--- src/common/rmsel_pkg.sv ---
// Purpose: Constants for the remappable input selector.
// Assumes: 16-bit select words reached over a plain register port.
// Notes:   Word indices are local choices; no offsets are printed.
// Function
// - Upper byte of word 0 selects pin for external interrupt one.
// - Lower byte of word 1 selects pin for external interrupt two.
// - Nonzero selector value n routes remappable pin n to the input.
// - Selector value one routes remappable pin 1.
// - Selector value zero drives the input constant low.
// - Unimplemented byte lanes ignore writes and read back zero.
`default_nettype none
package rmsel_pkg;
  localparam int unsigned RMSEL_PINS      = 256;
  localparam int unsigned RMSEL_SEL_W     = 8;
  localparam int unsigned RMSEL_ADDR_W    = 4;
  localparam int unsigned RMSEL_DATA_W    = 16;
  localparam logic [3:0]  RMSEL_IRQ1_IDX  = 4'h0;
  localparam logic [3:0]  RMSEL_IRQ2_IDX  = 4'h1;
  localparam logic [3:0]  RMSEL_TMR1_IDX  = 4'h2;
  localparam logic [3:0]  RMSEL_TMR23_IDX = 4'h3;
  localparam logic [7:0]  RMSEL_SEL_RESET = 8'h00;
  localparam logic [7:0]  RMSEL_SEL_GND   = 8'h00;
  localparam int unsigned RMSEL_HI_LSB    = 8;
  localparam int unsigned RMSEL_LO_LSB    = 0;
  localparam int unsigned RMSEL_NUM_SEL   = 5;
endpackage
`default_nettype wire

--- src/hw/rmsel_input_selector.sv ---
// Purpose: Routes remappable pins to interrupt and timer clock inputs.
// Assumes: Single clock; one-cycle read latency register port.
// Notes:   Peripheral inputs lag the pin by one registered cycle.
`timescale 1ns/1ps
`default_nettype none
module rmsel_input_selector
  import rmsel_pkg::*;
(
  input  wire logic                    CLOCK,
  input  wire logic                    RESET_N,
  input  wire logic [RMSEL_ADDR_W-1:0] ADDR,
  input  wire logic [RMSEL_DATA_W-1:0] WDATA,
  input  wire logic                    WR,
  input  wire logic                    RD,
  output var  logic [RMSEL_DATA_W-1:0] RDATA,
  input  wire logic [RMSEL_PINS-1:0]   REMAPPABLE_PIN_N,
  output var  logic                    EXTERNAL_IRQ_ONE,
  output var  logic                    EXTERNAL_IRQ_TWO,
  output var  logic                    TIMER_ONE_EXT_CLOCK,
  output var  logic                    TIMER_TWO_EXT_CLOCK,
  output var  logic                    TIMER_THREE_EXT_CLOCK
);
  logic [7:0]              irq_one_pin_sel_reg, irq_one_pin_sel_next;
  logic [7:0]              irq_two_pin_sel_reg, irq_two_pin_sel_next;
  logic [7:0]              tmr_one_clk_pin_sel_reg, tmr_one_clk_pin_sel_next;
  logic [7:0]              tmr_two_clk_pin_sel_reg, tmr_two_clk_pin_sel_next;
  logic [7:0]              tmr_three_clk_pin_sel_reg, tmr_three_clk_pin_sel_next;
  logic [RMSEL_DATA_W-1:0] rdata_reg, rdata_next;
  logic [7:0]              sel_vec [RMSEL_NUM_SEL];
  logic [RMSEL_NUM_SEL-1:0] routed;

  // Writes land only in implemented byte lanes; other lanes are dropped
  always_comb begin
    irq_one_pin_sel_next       = irq_one_pin_sel_reg;
    irq_two_pin_sel_next       = irq_two_pin_sel_reg;
    tmr_one_clk_pin_sel_next   = tmr_one_clk_pin_sel_reg;
    tmr_two_clk_pin_sel_next   = tmr_two_clk_pin_sel_reg;
    tmr_three_clk_pin_sel_next = tmr_three_clk_pin_sel_reg;
    if (WR) begin
      case (ADDR)
        RMSEL_IRQ1_IDX: begin
          irq_one_pin_sel_next = WDATA[RMSEL_HI_LSB +: 8];
        end
        RMSEL_IRQ2_IDX: begin
          irq_two_pin_sel_next = WDATA[RMSEL_LO_LSB +: 8];
        end
        RMSEL_TMR1_IDX: begin
          tmr_one_clk_pin_sel_next = WDATA[RMSEL_HI_LSB +: 8];
        end
        RMSEL_TMR23_IDX: begin
          tmr_two_clk_pin_sel_next   = WDATA[RMSEL_LO_LSB +: 8];
          tmr_three_clk_pin_sel_next = WDATA[RMSEL_HI_LSB +: 8];
        end
        default: begin
        end
      endcase
    end
  end

  // Read data built from stored fields; unused lanes and unmapped words read zero
  always_comb begin
    rdata_next = '0;
    if (RD) begin
      case (ADDR)
        RMSEL_IRQ1_IDX:  rdata_next = {irq_one_pin_sel_reg, 8'h00};
        RMSEL_IRQ2_IDX:  rdata_next = {8'h00, irq_two_pin_sel_reg};
        RMSEL_TMR1_IDX:  rdata_next = {tmr_one_clk_pin_sel_reg, 8'h00};
        RMSEL_TMR23_IDX: rdata_next = {tmr_three_clk_pin_sel_reg, tmr_two_clk_pin_sel_reg};
        default:         rdata_next = '0;
      endcase
    end
  end

  // All selectors clear so every input starts tied to ground
  always_ff @(posedge CLOCK or negedge RESET_N) begin
    if (!RESET_N) begin
      irq_one_pin_sel_reg       <= RMSEL_SEL_RESET;
      irq_two_pin_sel_reg       <= RMSEL_SEL_RESET;
      tmr_one_clk_pin_sel_reg   <= RMSEL_SEL_RESET;
      tmr_two_clk_pin_sel_reg   <= RMSEL_SEL_RESET;
      tmr_three_clk_pin_sel_reg <= RMSEL_SEL_RESET;
      rdata_reg                 <= '0;
    end else begin
      irq_one_pin_sel_reg       <= irq_one_pin_sel_next;
      irq_two_pin_sel_reg       <= irq_two_pin_sel_next;
      tmr_one_clk_pin_sel_reg   <= tmr_one_clk_pin_sel_next;
      tmr_two_clk_pin_sel_reg   <= tmr_two_clk_pin_sel_next;
      tmr_three_clk_pin_sel_reg <= tmr_three_clk_pin_sel_next;
      rdata_reg                 <= rdata_next;
    end
  end

  assign RDATA = rdata_reg;

  // Same encoding for every destination, so one slice serves all five
  assign sel_vec[0] = irq_one_pin_sel_reg;
  assign sel_vec[1] = irq_two_pin_sel_reg;
  assign sel_vec[2] = tmr_one_clk_pin_sel_reg;
  assign sel_vec[3] = tmr_two_clk_pin_sel_reg;
  assign sel_vec[4] = tmr_three_clk_pin_sel_reg;

  for (genvar g = 0; g < RMSEL_NUM_SEL; g++) begin : g_route
    rmsel_pin_mux u_mux (
      .clock   (CLOCK),
      .reset_n (RESET_N),
      .pins    (REMAPPABLE_PIN_N),
      .sel     (sel_vec[g]),
      .routed  (routed[g])
    );
  end

  assign EXTERNAL_IRQ_ONE      = routed[0];
  assign EXTERNAL_IRQ_TWO      = routed[1];
  assign TIMER_ONE_EXT_CLOCK   = routed[2];
  assign TIMER_TWO_EXT_CLOCK   = routed[3];
  assign TIMER_THREE_EXT_CLOCK = routed[4];

  // Checks against the selected pin one cycle back
  property p_irq1_route;
    @(posedge CLOCK) disable iff (!RESET_N)
      ($past(irq_one_pin_sel_reg) != 8'h00) |->
        EXTERNAL_IRQ_ONE == $past(REMAPPABLE_PIN_N[irq_one_pin_sel_reg]);
  endproperty
  a_irq1_route: assert property (p_irq1_route) else $error("irq one misrouted");

  property p_irq2_route;
    @(posedge CLOCK) disable iff (!RESET_N)
      ($past(irq_two_pin_sel_reg) != 8'h00) |->
        EXTERNAL_IRQ_TWO == $past(REMAPPABLE_PIN_N[irq_two_pin_sel_reg]);
  endproperty
  a_irq2_route: assert property (p_irq2_route) else $error("irq two misrouted");

  property p_irq1_write;
    @(posedge CLOCK) disable iff (!RESET_N)
      (WR && ADDR == 4'h0) |=> irq_one_pin_sel_reg == $past(WDATA[15:8]);
  endproperty
  a_irq1_write: assert property (p_irq1_write) else $error("irq one write lost");

  property p_pin_one;
    @(posedge CLOCK) disable iff (!RESET_N)
      (tmr_one_clk_pin_sel_reg == 8'h01) |=>
        TIMER_ONE_EXT_CLOCK == $past(REMAPPABLE_PIN_N[1]);
  endproperty
  a_pin_one: assert property (p_pin_one) else $error("pin one not routed");

  property p_ground;
    @(posedge CLOCK) disable iff (!RESET_N)
      (tmr_two_clk_pin_sel_reg == 8'h00) ##1 (tmr_two_clk_pin_sel_reg == 8'h00)
        |-> !TIMER_TWO_EXT_CLOCK;
  endproperty
  a_ground: assert property (p_ground) else $error("ground select not low");

  property p_lanes_zero;
    @(posedge CLOCK) disable iff (!RESET_N)
      (RD && ADDR == 4'h1) |=> RDATA[15:8] == 8'h00 && RDATA[7:0] == $past(irq_two_pin_sel_reg);
  endproperty
  a_lanes_zero: assert property (p_lanes_zero) else $error("unused lane not zero");

  property p_irq1_lo_zero;
    @(posedge CLOCK) disable iff (!RESET_N)
      (RD && ADDR == 4'h0) |=> RDATA[7:0] == 8'h00;
  endproperty
  a_irq1_lo_zero: assert property (p_irq1_lo_zero) else $error("low lane not zero");

  property p_tmr3_route;
    @(posedge CLOCK) disable iff (!RESET_N)
      ($past(tmr_three_clk_pin_sel_reg) != 8'h00) |->
        TIMER_THREE_EXT_CLOCK == $past(REMAPPABLE_PIN_N[tmr_three_clk_pin_sel_reg]);
  endproperty
  a_tmr3_route: assert property (p_tmr3_route) else $error("timer three misrouted");

  // Timer two shares the slice; a wrong index here would only show on this output
  property p_tmr2_route;
    @(posedge CLOCK) disable iff (!RESET_N)
      ($past(tmr_two_clk_pin_sel_reg) != 8'h00) |->
        TIMER_TWO_EXT_CLOCK == $past(REMAPPABLE_PIN_N[tmr_two_clk_pin_sel_reg]);
  endproperty
  a_tmr2_route: assert property (p_tmr2_route) else $error("timer two misrouted");

  // Each write lands in its own lane only
  property p_irq2_write;
    @(posedge CLOCK) disable iff (!RESET_N)
      (WR && ADDR == RMSEL_IRQ2_IDX) |=> irq_two_pin_sel_reg == $past(WDATA[7:0]);
  endproperty
  a_irq2_write: assert property (p_irq2_write) else $error("irq two write lost");

  property p_tmr1_write;
    @(posedge CLOCK) disable iff (!RESET_N)
      (WR && ADDR == RMSEL_TMR1_IDX) |=> tmr_one_clk_pin_sel_reg == $past(WDATA[15:8]);
  endproperty
  a_tmr1_write: assert property (p_tmr1_write) else $error("timer one write lost");

  property p_tmr23_write;
    @(posedge CLOCK) disable iff (!RESET_N)
      (WR && ADDR == RMSEL_TMR23_IDX) |=>
        {tmr_three_clk_pin_sel_reg, tmr_two_clk_pin_sel_reg} == $past(WDATA);
  endproperty
  a_tmr23_write: assert property (p_tmr23_write) else $error("timer word lost");

  // A write to an unmapped word must leave every selector alone
  property p_unmapped_write;
    @(posedge CLOCK) disable iff (!RESET_N)
      (WR && ADDR > RMSEL_TMR23_IDX) |=> $stable({irq_one_pin_sel_reg, irq_two_pin_sel_reg,
        tmr_one_clk_pin_sel_reg, tmr_two_clk_pin_sel_reg, tmr_three_clk_pin_sel_reg});
  endproperty
  a_unmapped_write: assert property (p_unmapped_write) else $error("stray write landed");

  // Unmapped words and the unused timer one lane read back zero
  property p_unmapped_read;
    @(posedge CLOCK) disable iff (!RESET_N)
      (RD && ADDR > RMSEL_TMR23_IDX) |=> RDATA == 16'h0000;
  endproperty
  a_unmapped_read: assert property (p_unmapped_read) else $error("unmapped read not zero");

  property p_tmr1_lo_zero;
    @(posedge CLOCK) disable iff (!RESET_N)
      (RD && ADDR == RMSEL_TMR1_IDX) |=> RDATA[7:0] == 8'h00;
  endproperty
  a_tmr1_lo_zero: assert property (p_tmr1_lo_zero) else $error("timer lane not zero");

  // Code zero ties the input low whatever the pins do
  property p_irq1_ground;
    @(posedge CLOCK) disable iff (!RESET_N)
      ($past(irq_one_pin_sel_reg) == RMSEL_SEL_GND) |-> !EXTERNAL_IRQ_ONE;
  endproperty
  a_irq1_ground: assert property (p_irq1_ground) else $error("irq one not grounded");

  property p_irq2_ground;
    @(posedge CLOCK) disable iff (!RESET_N)
      ($past(irq_two_pin_sel_reg) == RMSEL_SEL_GND) |-> !EXTERNAL_IRQ_TWO;
  endproperty
  a_irq2_ground: assert property (p_irq2_ground) else $error("irq two not grounded");

  property p_tmr3_ground;
    @(posedge CLOCK) disable iff (!RESET_N)
      ($past(tmr_three_clk_pin_sel_reg) == RMSEL_SEL_GND) |-> !TIMER_THREE_EXT_CLOCK;
  endproperty
  a_tmr3_ground: assert property (p_tmr3_ground) else $error("timer three not grounded");
endmodule // rmsel_input_selector
`default_nettype wire

--- src/hw/rmsel_pin_mux.sv ---
// Purpose: One selector to pin routing slice.
// Assumes: Pin vector is synchronous to the clock.
// Notes:   Output is registered; code zero yields ground.
`timescale 1ns/1ps
`default_nettype none
module rmsel_pin_mux
  import rmsel_pkg::*;
(
  input  wire logic                  clock,
  input  wire logic                  reset_n,
  input  wire logic [RMSEL_PINS-1:0] pins,
  input  wire logic [7:0]            sel,
  output var  logic                  routed
);
  logic routed_reg;
  logic routed_next;

  // Pin index equals code; index 0 is ground, not a pin
  always_comb begin
    routed_next = pins[sel];
    if (sel == RMSEL_SEL_GND) begin
      routed_next = 1'b0;
    end
  end

  always_ff @(posedge clock or negedge reset_n) begin
    if (!reset_n) begin
      routed_reg <= 1'b0;
    end else begin
      routed_reg <= routed_next;
    end
  end

  assign routed = routed_reg;
endmodule // rmsel_pin_mux
`default_nettype wire

--- config.mk ---
export PLATFORM = sky130hd
export DESIGN_NAME = rmsel_input_selector
export DESIGN_NICKNAME = d
export VERILOG_FILES = /design/src/common/rmsel_pkg.sv /design/src/hw/rmsel_input_selector.sv /design/src/hw/rmsel_pin_mux.sv
export SDC_FILE = /design/constraint.sdc
export NUM_CORES = 1
export LEC_CHECK = 0
export BUFFER_PORTS_ARGS = -buffer_cell sky130_fd_sc_hd__buf_2
export CAP_MARGIN = 40
export CORE_UTILIZATION = 45
export DETAILED_ROUTE_END_ITERATION = 12
export PLACE_DENSITY = 0.7
export SLEW_MARGIN = 20
export SYNTH_ARGS = -nofsm -noshare
export SYNTH_HDL_FRONTEND = slang
export SYNTH_SLANG_ARGS = --single-unit
export TNS_END_PERCENT = 20
--- constraint.sdc ---
create_clock -name CLOCK -period 3.7 [get_ports CLOCK]
set_clock_uncertainty 0.1 [all_clocks]
set_input_delay 0.37 -clock CLOCK [delete_from_list [all_inputs] [get_ports CLOCK]]
set_output_delay 0.37 -clock CLOCK [all_outputs]
set_load 0.01 [all_outputs]
# Word level (Yosys, flattened, before mapping)
# Cells that the tools add are included.
[totals]
out_inout_bits = 21
in_bits = 280
regBits = 61
elab_cells = 46
[op_classes]
order_cmp = 5
reduce_logical = 10
eq_ne = 3
n_mux = 17
[op_table]
columns = ["op", "n"]
rows = [
  ["$pmux 16 s4", 1],
  ["$lt 8x9->1 const B", 5],
  ["$bmux 1 s8", 5],
  ["$logic_not 8->1", 5],
  ["$mux 16", 1],
  ["$mux 1", 10],
  ["$eq 4x2->1 const B", 2],
  ["$reduce_and 2->1", 4],
  ["$eq 4x1->1 const B", 1],
  ["$logic_not 4->1", 1],
]

# Longest topological paths before layout
[depth]
word_depth = 3
ltp_mapped = 11
ltp_nobuf = 7

# Modules after synthesis
# A second synthesis with hierarchy kept.
[unflattened]
hier_cells = 1033
hier_area_um2 = 13544.2
[modules_own_cells]
columns = ["mod", "cells_per_inst", "instances", "area_each_um2", "seq_area_each_um2"]
rows = [
  ["rmsel_pin_mux", 175, 5, 2242.2, 25.0],
  ["rmsel_input_selector", 158, 1, 2333.5, 1401.3],
]

# Worst setup path after synthesis
# Ideal clock, no wire load.
[synth_timing]
path_kind = "flip-flop to flip-flop"
startpoint = "register irq_one_pin_sel_reg[0]"
endpoint = "register g_route[0].u_mux.routed_reg"
required_ps = 3480
period_less_slack_ps = 2625
path_buffers = 3
path_slack_ps = 1075
setup_ps = 120
arrival_time_ps = 2405
stages_incl_launch_ff = 9
cell_sequence = "dfrtp_1 clkbuf_1 buf_2 buf_2 mux4_2 mux4_2 a22oi_1 nand4b_1 and3_1"
[synth_between]
elab_chain_len = 3
word_cells_on_any_way = 4
cone_classes = "3 x mux; 1 x reduce/logical"
[synth_rtl]
columns = ["element", "line_no", "source"]
rows = [
  ["start: declaration", "rmsel_input_selector.sv:23", "logic [7:0] irq_one_pin_sel_reg, irq_one_pin_sel_next;"],
  ["start signal: assignment", "rmsel_input_selector.sv:84", "irq_one_pin_sel_reg <= irq_one_pin_sel_next;"],
  ["$bmux 1 s8", "rmsel_pin_mux.sv:20", "routed_next = pins[sel];"],
  ["$mux 1 (not written as such)", "rmsel_pin_mux.sv:20", ""],
  ["$mux 1 (*)", "rmsel_pin_mux.sv:21", "if (sel == RMSEL_SEL_GND) begin"],
  ["named net g_route[0].u_mux.routed_next", "rmsel_pin_mux.sv:16", "logic routed_next;"],
  ["end signal: assignment", "rmsel_pin_mux.sv:30", "routed_reg <= routed_next;"],
  ["end: declaration", "rmsel_pin_mux.sv:15", "logic routed_reg;"],
]
# Mark *: on every way through the listed nets, which the timed path passes. The rest lies on a longest branch. The select of a mux whose other input is x is not followed.
# A chain may end at the register's enable or synchronous reset.

# Worst setup path in the final report
[layout_timing]
startpoint = "register irq_two_pin_sel_reg[0]"
endpoint = "register g_route[1].u_mux.routed_reg"
[layout_between]
elab_chain_len = 3
word_cells_on_any_way = 4
cone_classes = "3 x mux; 1 x reduce/logical"
[layout_rtl]
columns = ["element", "line_no", "source"]
rows = [
  ["start: declaration", "rmsel_input_selector.sv:24", "logic [7:0] irq_two_pin_sel_reg, irq_two_pin_sel_next;"],
  ["start signal: assignment", "rmsel_input_selector.sv:85", "irq_two_pin_sel_reg <= irq_two_pin_sel_next;"],
  ["$bmux 1 s8", "rmsel_pin_mux.sv:20", ""],
  ["$mux 1 (not written as such)", "rmsel_pin_mux.sv:20", ""],
  ["$mux 1 (*)", "rmsel_pin_mux.sv:21", ""],
  ["named net g_route[1].u_mux.routed_next", "rmsel_pin_mux.sv:16", ""],
  ["end signal: assignment", "rmsel_pin_mux.sv:30", ""],
  ["end: declaration", "rmsel_pin_mux.sv:15", ""],
]
# Marked as above.

==> impl_metrics.yaml <==
status:
  status: "finished clean"
critical_path:
  critical_path_class: "reg -> reg"
  startpoint_type: "register"
  arrival_ns: 3.32
  critPathMaxFanout: 20
  critPathRequiredTime_ns: 3.80
  setup.worst_path.end_class: "register"
logic_synthesis:
  synthesis.instances: 938
  synthMuxAreaShare_pct: 67.3
  yosysTopAreaCell: "mux4_2"
  synth_compound_area_share_pct: 9.44
  async_flop_share_pct: 100
  yosys.area.top_type_share_pct: 56.8
  seq_area_frac_synth_pct: 11.8
  synthFlopType: "dfrtp_1"
  yosys-top-cells-area: "mux4_2 (57%), dfrtp_1 (12%), mux2_2 (4.8%)"
  syn-num-nets: 1218
  yosysUniqueCellTypes: 52
  ys_seq_elements: 61
  netlist_area_mm2: 0.0129
  synth.avg_cell_area_um2: 13.8
  synth_edf_count: 0
  yosysWarnings: 0
  yosys.area_share.simple_pct: 5.69
  synth_top_family_by_area: "multiplexers"
  synth_fa_ha_area_share_pct: 0
  synth-xor-area-share_pct: 0
finish:
  fin_util_pct: 54.2
  area_growth_pct: 17.4
  design_area_mm2: 0.0152
  largest_register_ffs: 16
  fin_nets: 1483
  drive_gt1_share_pct: 65.1
floorplan:
  fp.dieH_um: 172
  core_area_mm2: 0.0280
  num_rows: 61
  die-area_mm2: 0.0294
  die_w_um: 172
  io_pins: 301
  start_util_pct: 46.2
clock_network:
  clockBufferDepth: 2
  cts_setup_buffers: 0
  hold_buffers: 0
  clkTransAtPathRegs_ns: 0.06
  root_buffer: "clkbuf_16"
  numCtsBuffers: 9
  ctsHtreeMaxLevel: 3
  cts_resized: 0
  clk_latency_ns: 0.33
  clock_sinks: 61
  cts_tree: "built"
sta:
  worstMarginPinSlew_ns: 0.843
  fmax_mhz: 310
  setup_violations: 0
  worst_hold_slack_ns: 0.184
  tns_ns: 0
  rsz0062_at_grt: "no"
  slew_headroom_pct: 43.7
  finalHoldViolCount: 0
  drv_slew: 0
  min_period_over_period_pct: 87.1
  min_period_ns: 3.22
global_routing:
  track_usage_pct: 37.1
  grt_pass1_vias: 12100
  grt_start_max_net_pins: 43
  grt_overflow: 0
  antenna_found_initial: 2
  grt_pass1_wl_um: 79400
pwr:
  p_total_w: 0.00763
  p_per_area_mw_per_mm2: 502
  p_comb_share_pct: 69.5
  p_clk_share_pct: 12.1
  p_leak_nw: 5.63
  p_int_w: 0.00418
  switching_power_w: 0.00345
  vdd_ir_drop_max_v: 0.000259
  power.share.sequential_pct: 18.4
  swShare_pct: 45.3
routing:
  viasPerCell: 7.84
  drtPass1Iterations: 5
  drc_errors: 0
  vias: 12400
  finalWirelength_um: 53500
  wl_per_cell_um: 33.7
  ant_nets: 0
  drtIter0Drc: 1872
min_path:
  min_path_type: "in -> reg"
place:
  placed_area_mm2: 0.0148
  io_buffers: 300
  gp_congestion: 1.03
  hpwl_um: 41900
run:
  maxCapViolations: 0
-- metal layers --
metal	track usage [%]	share of wire [%]	wire (um)	up-vias
met1	50.6	34	18300	6179
met5	0.174	0.019	10	-
met3	9.07	15	8180	215
li1	-	-	-	4767
met4	18.2	5.5	2960	2
met2	55.5	45	24100	1280
-- cells by family after synthesis --
logic type	Yosys count
buffers and inverters	123
DFF	61
muxes	441
and+or+nand+nor	149
AOI/OAI and AO/OA	164
-- worst paths after layout --
kind / from / endpoint / slack, ns / depth (start not counted)
hold reg to reg: irq_two_pin_sel_reg[7] / g_route[1].u_mux.routed / 0.50 / 1
hold / removal: WDATA[3] / tmr_two_clk_pin_sel_reg[3] / 0.18 / 2
setup / recovery: irq_two_pin_sel_reg[0] / g_route[1].u_mux.routed / 0.48 / 7
setup reg to reg: irq_two_pin_sel_reg[0] / g_route[1].u_mux.routed / 0.48 / 7
min in group asynchronous: RESET_N / irq_one_pin_sel_reg[6] / 0.32 / 2
max in group asynchronous: RESET_N / irq_two_pin_sel_reg[7] / 2.36 / 4
-- final cells by class --
cell class,instances,area [um^2]
clock buffer,10,239
tap,378,473
multi-input combinational,754,10700
inverter,3,11.3
clock inverter,6,86.3
fill,2422,12800
antenna,2,5.00
sequential,61,1550
timing repair buffer,374,2160
-- per-stage QoR --
| stage | setup WS (ns) | instances |
|---|---|---|
| after detailed placement | 0.521 | 1568 |
| after global routing | 0.339 | 1587 |
| after floorplan | 1.08 | 938 |
| after global placement | 0.572 | 1566 |
| final | 0.478 | 1588 |
| after CTS | 0.502 | 1584 |
-- worst max-delay path, cell delays in order, from the launching register on --
cell and delay (ns):
dfrtp_4 0.63, buf_4 0.43, mux4_2 0.55, a22o_1 0.25
a221oi_1 0.54, o21ai_0 0.20, nor4_1 0.23, o41ai_1 0.12
-- placed cells by master (no fill, tap or decap), drive strengths merged, types with 3 or more instances in the layout --
cell	synthesis	layout
buf	70	373
mux4	335	335
dfrtp	61	61
mux2	55	55
mux2i	51	51
nor2	40	40
a22oi	38	38
nand2	33	33
a221oi	29	29
a22o	23	23
o21ai	19	19
nor3	18	18
a21oi	18	18
nor2b	17	17
clkbuf	50	10
nand3	8	8
o22ai	8	8
a211oi	8	8
nor4	6	6
nand2b	5	5
and2	4	4
o221ai	4	4
a31oi	3	3
nor3b	3	3
nand3b	3	3
inv	3	3
nand4	3	3
o211ai	3	3
or2b	3	3
clkinv	0	3
-- power groups by stage --
| stage | clock network, W | logic [W] | registers (W) |
|---|---|---|---|
| floorplan | 0 | 0.00393 | 0.000899 |
| global placement | 0 | 0.00506 | 0.00138 |
| CTS | 0.000920 | 0.00516 | 0.00138 |
| finish | 0.000921 | 0.00530 | 0.00141 |
| global route | 0.000941 | 0.00548 | 0.00143 |
| detailed placement | 0 | 0.00514 | 0.00139 |
-- cell usage after synthesis, types with 2 or more instances --
cell type and count:
mux4_2 326, dfrtp_1 61, mux2_2 55, mux2i_1 51
clkbuf_1 45, nor2_1 40, a22oi_1 38, nand2_1 33
a221oi_1 28, a22o_1 23, buf_2 23, buf_4 19
a21oi_1 18, nor3_1 18, o21ai_0 18, nor2b_1 17
buf_1 14, buf_6 11, mux4_1 8, nand3_1 8
o22ai_1 8, a211oi_1 7, nor4_1 6, clkbuf_8 5
nand2b_1 5, and2_1 4, o221ai_1 4, a31oi_1 3
buf_12 3, inv_1 3, nand3b_1 3, nand4_1 3
nor3b_1 3, o211ai_1 3, a311oi_1 2, and3_1 2
o311ai_1 2, o41ai_1 2, or2b_2 2, or4_1 2
No activity file was read; power rests on OpenSTA's default activity.
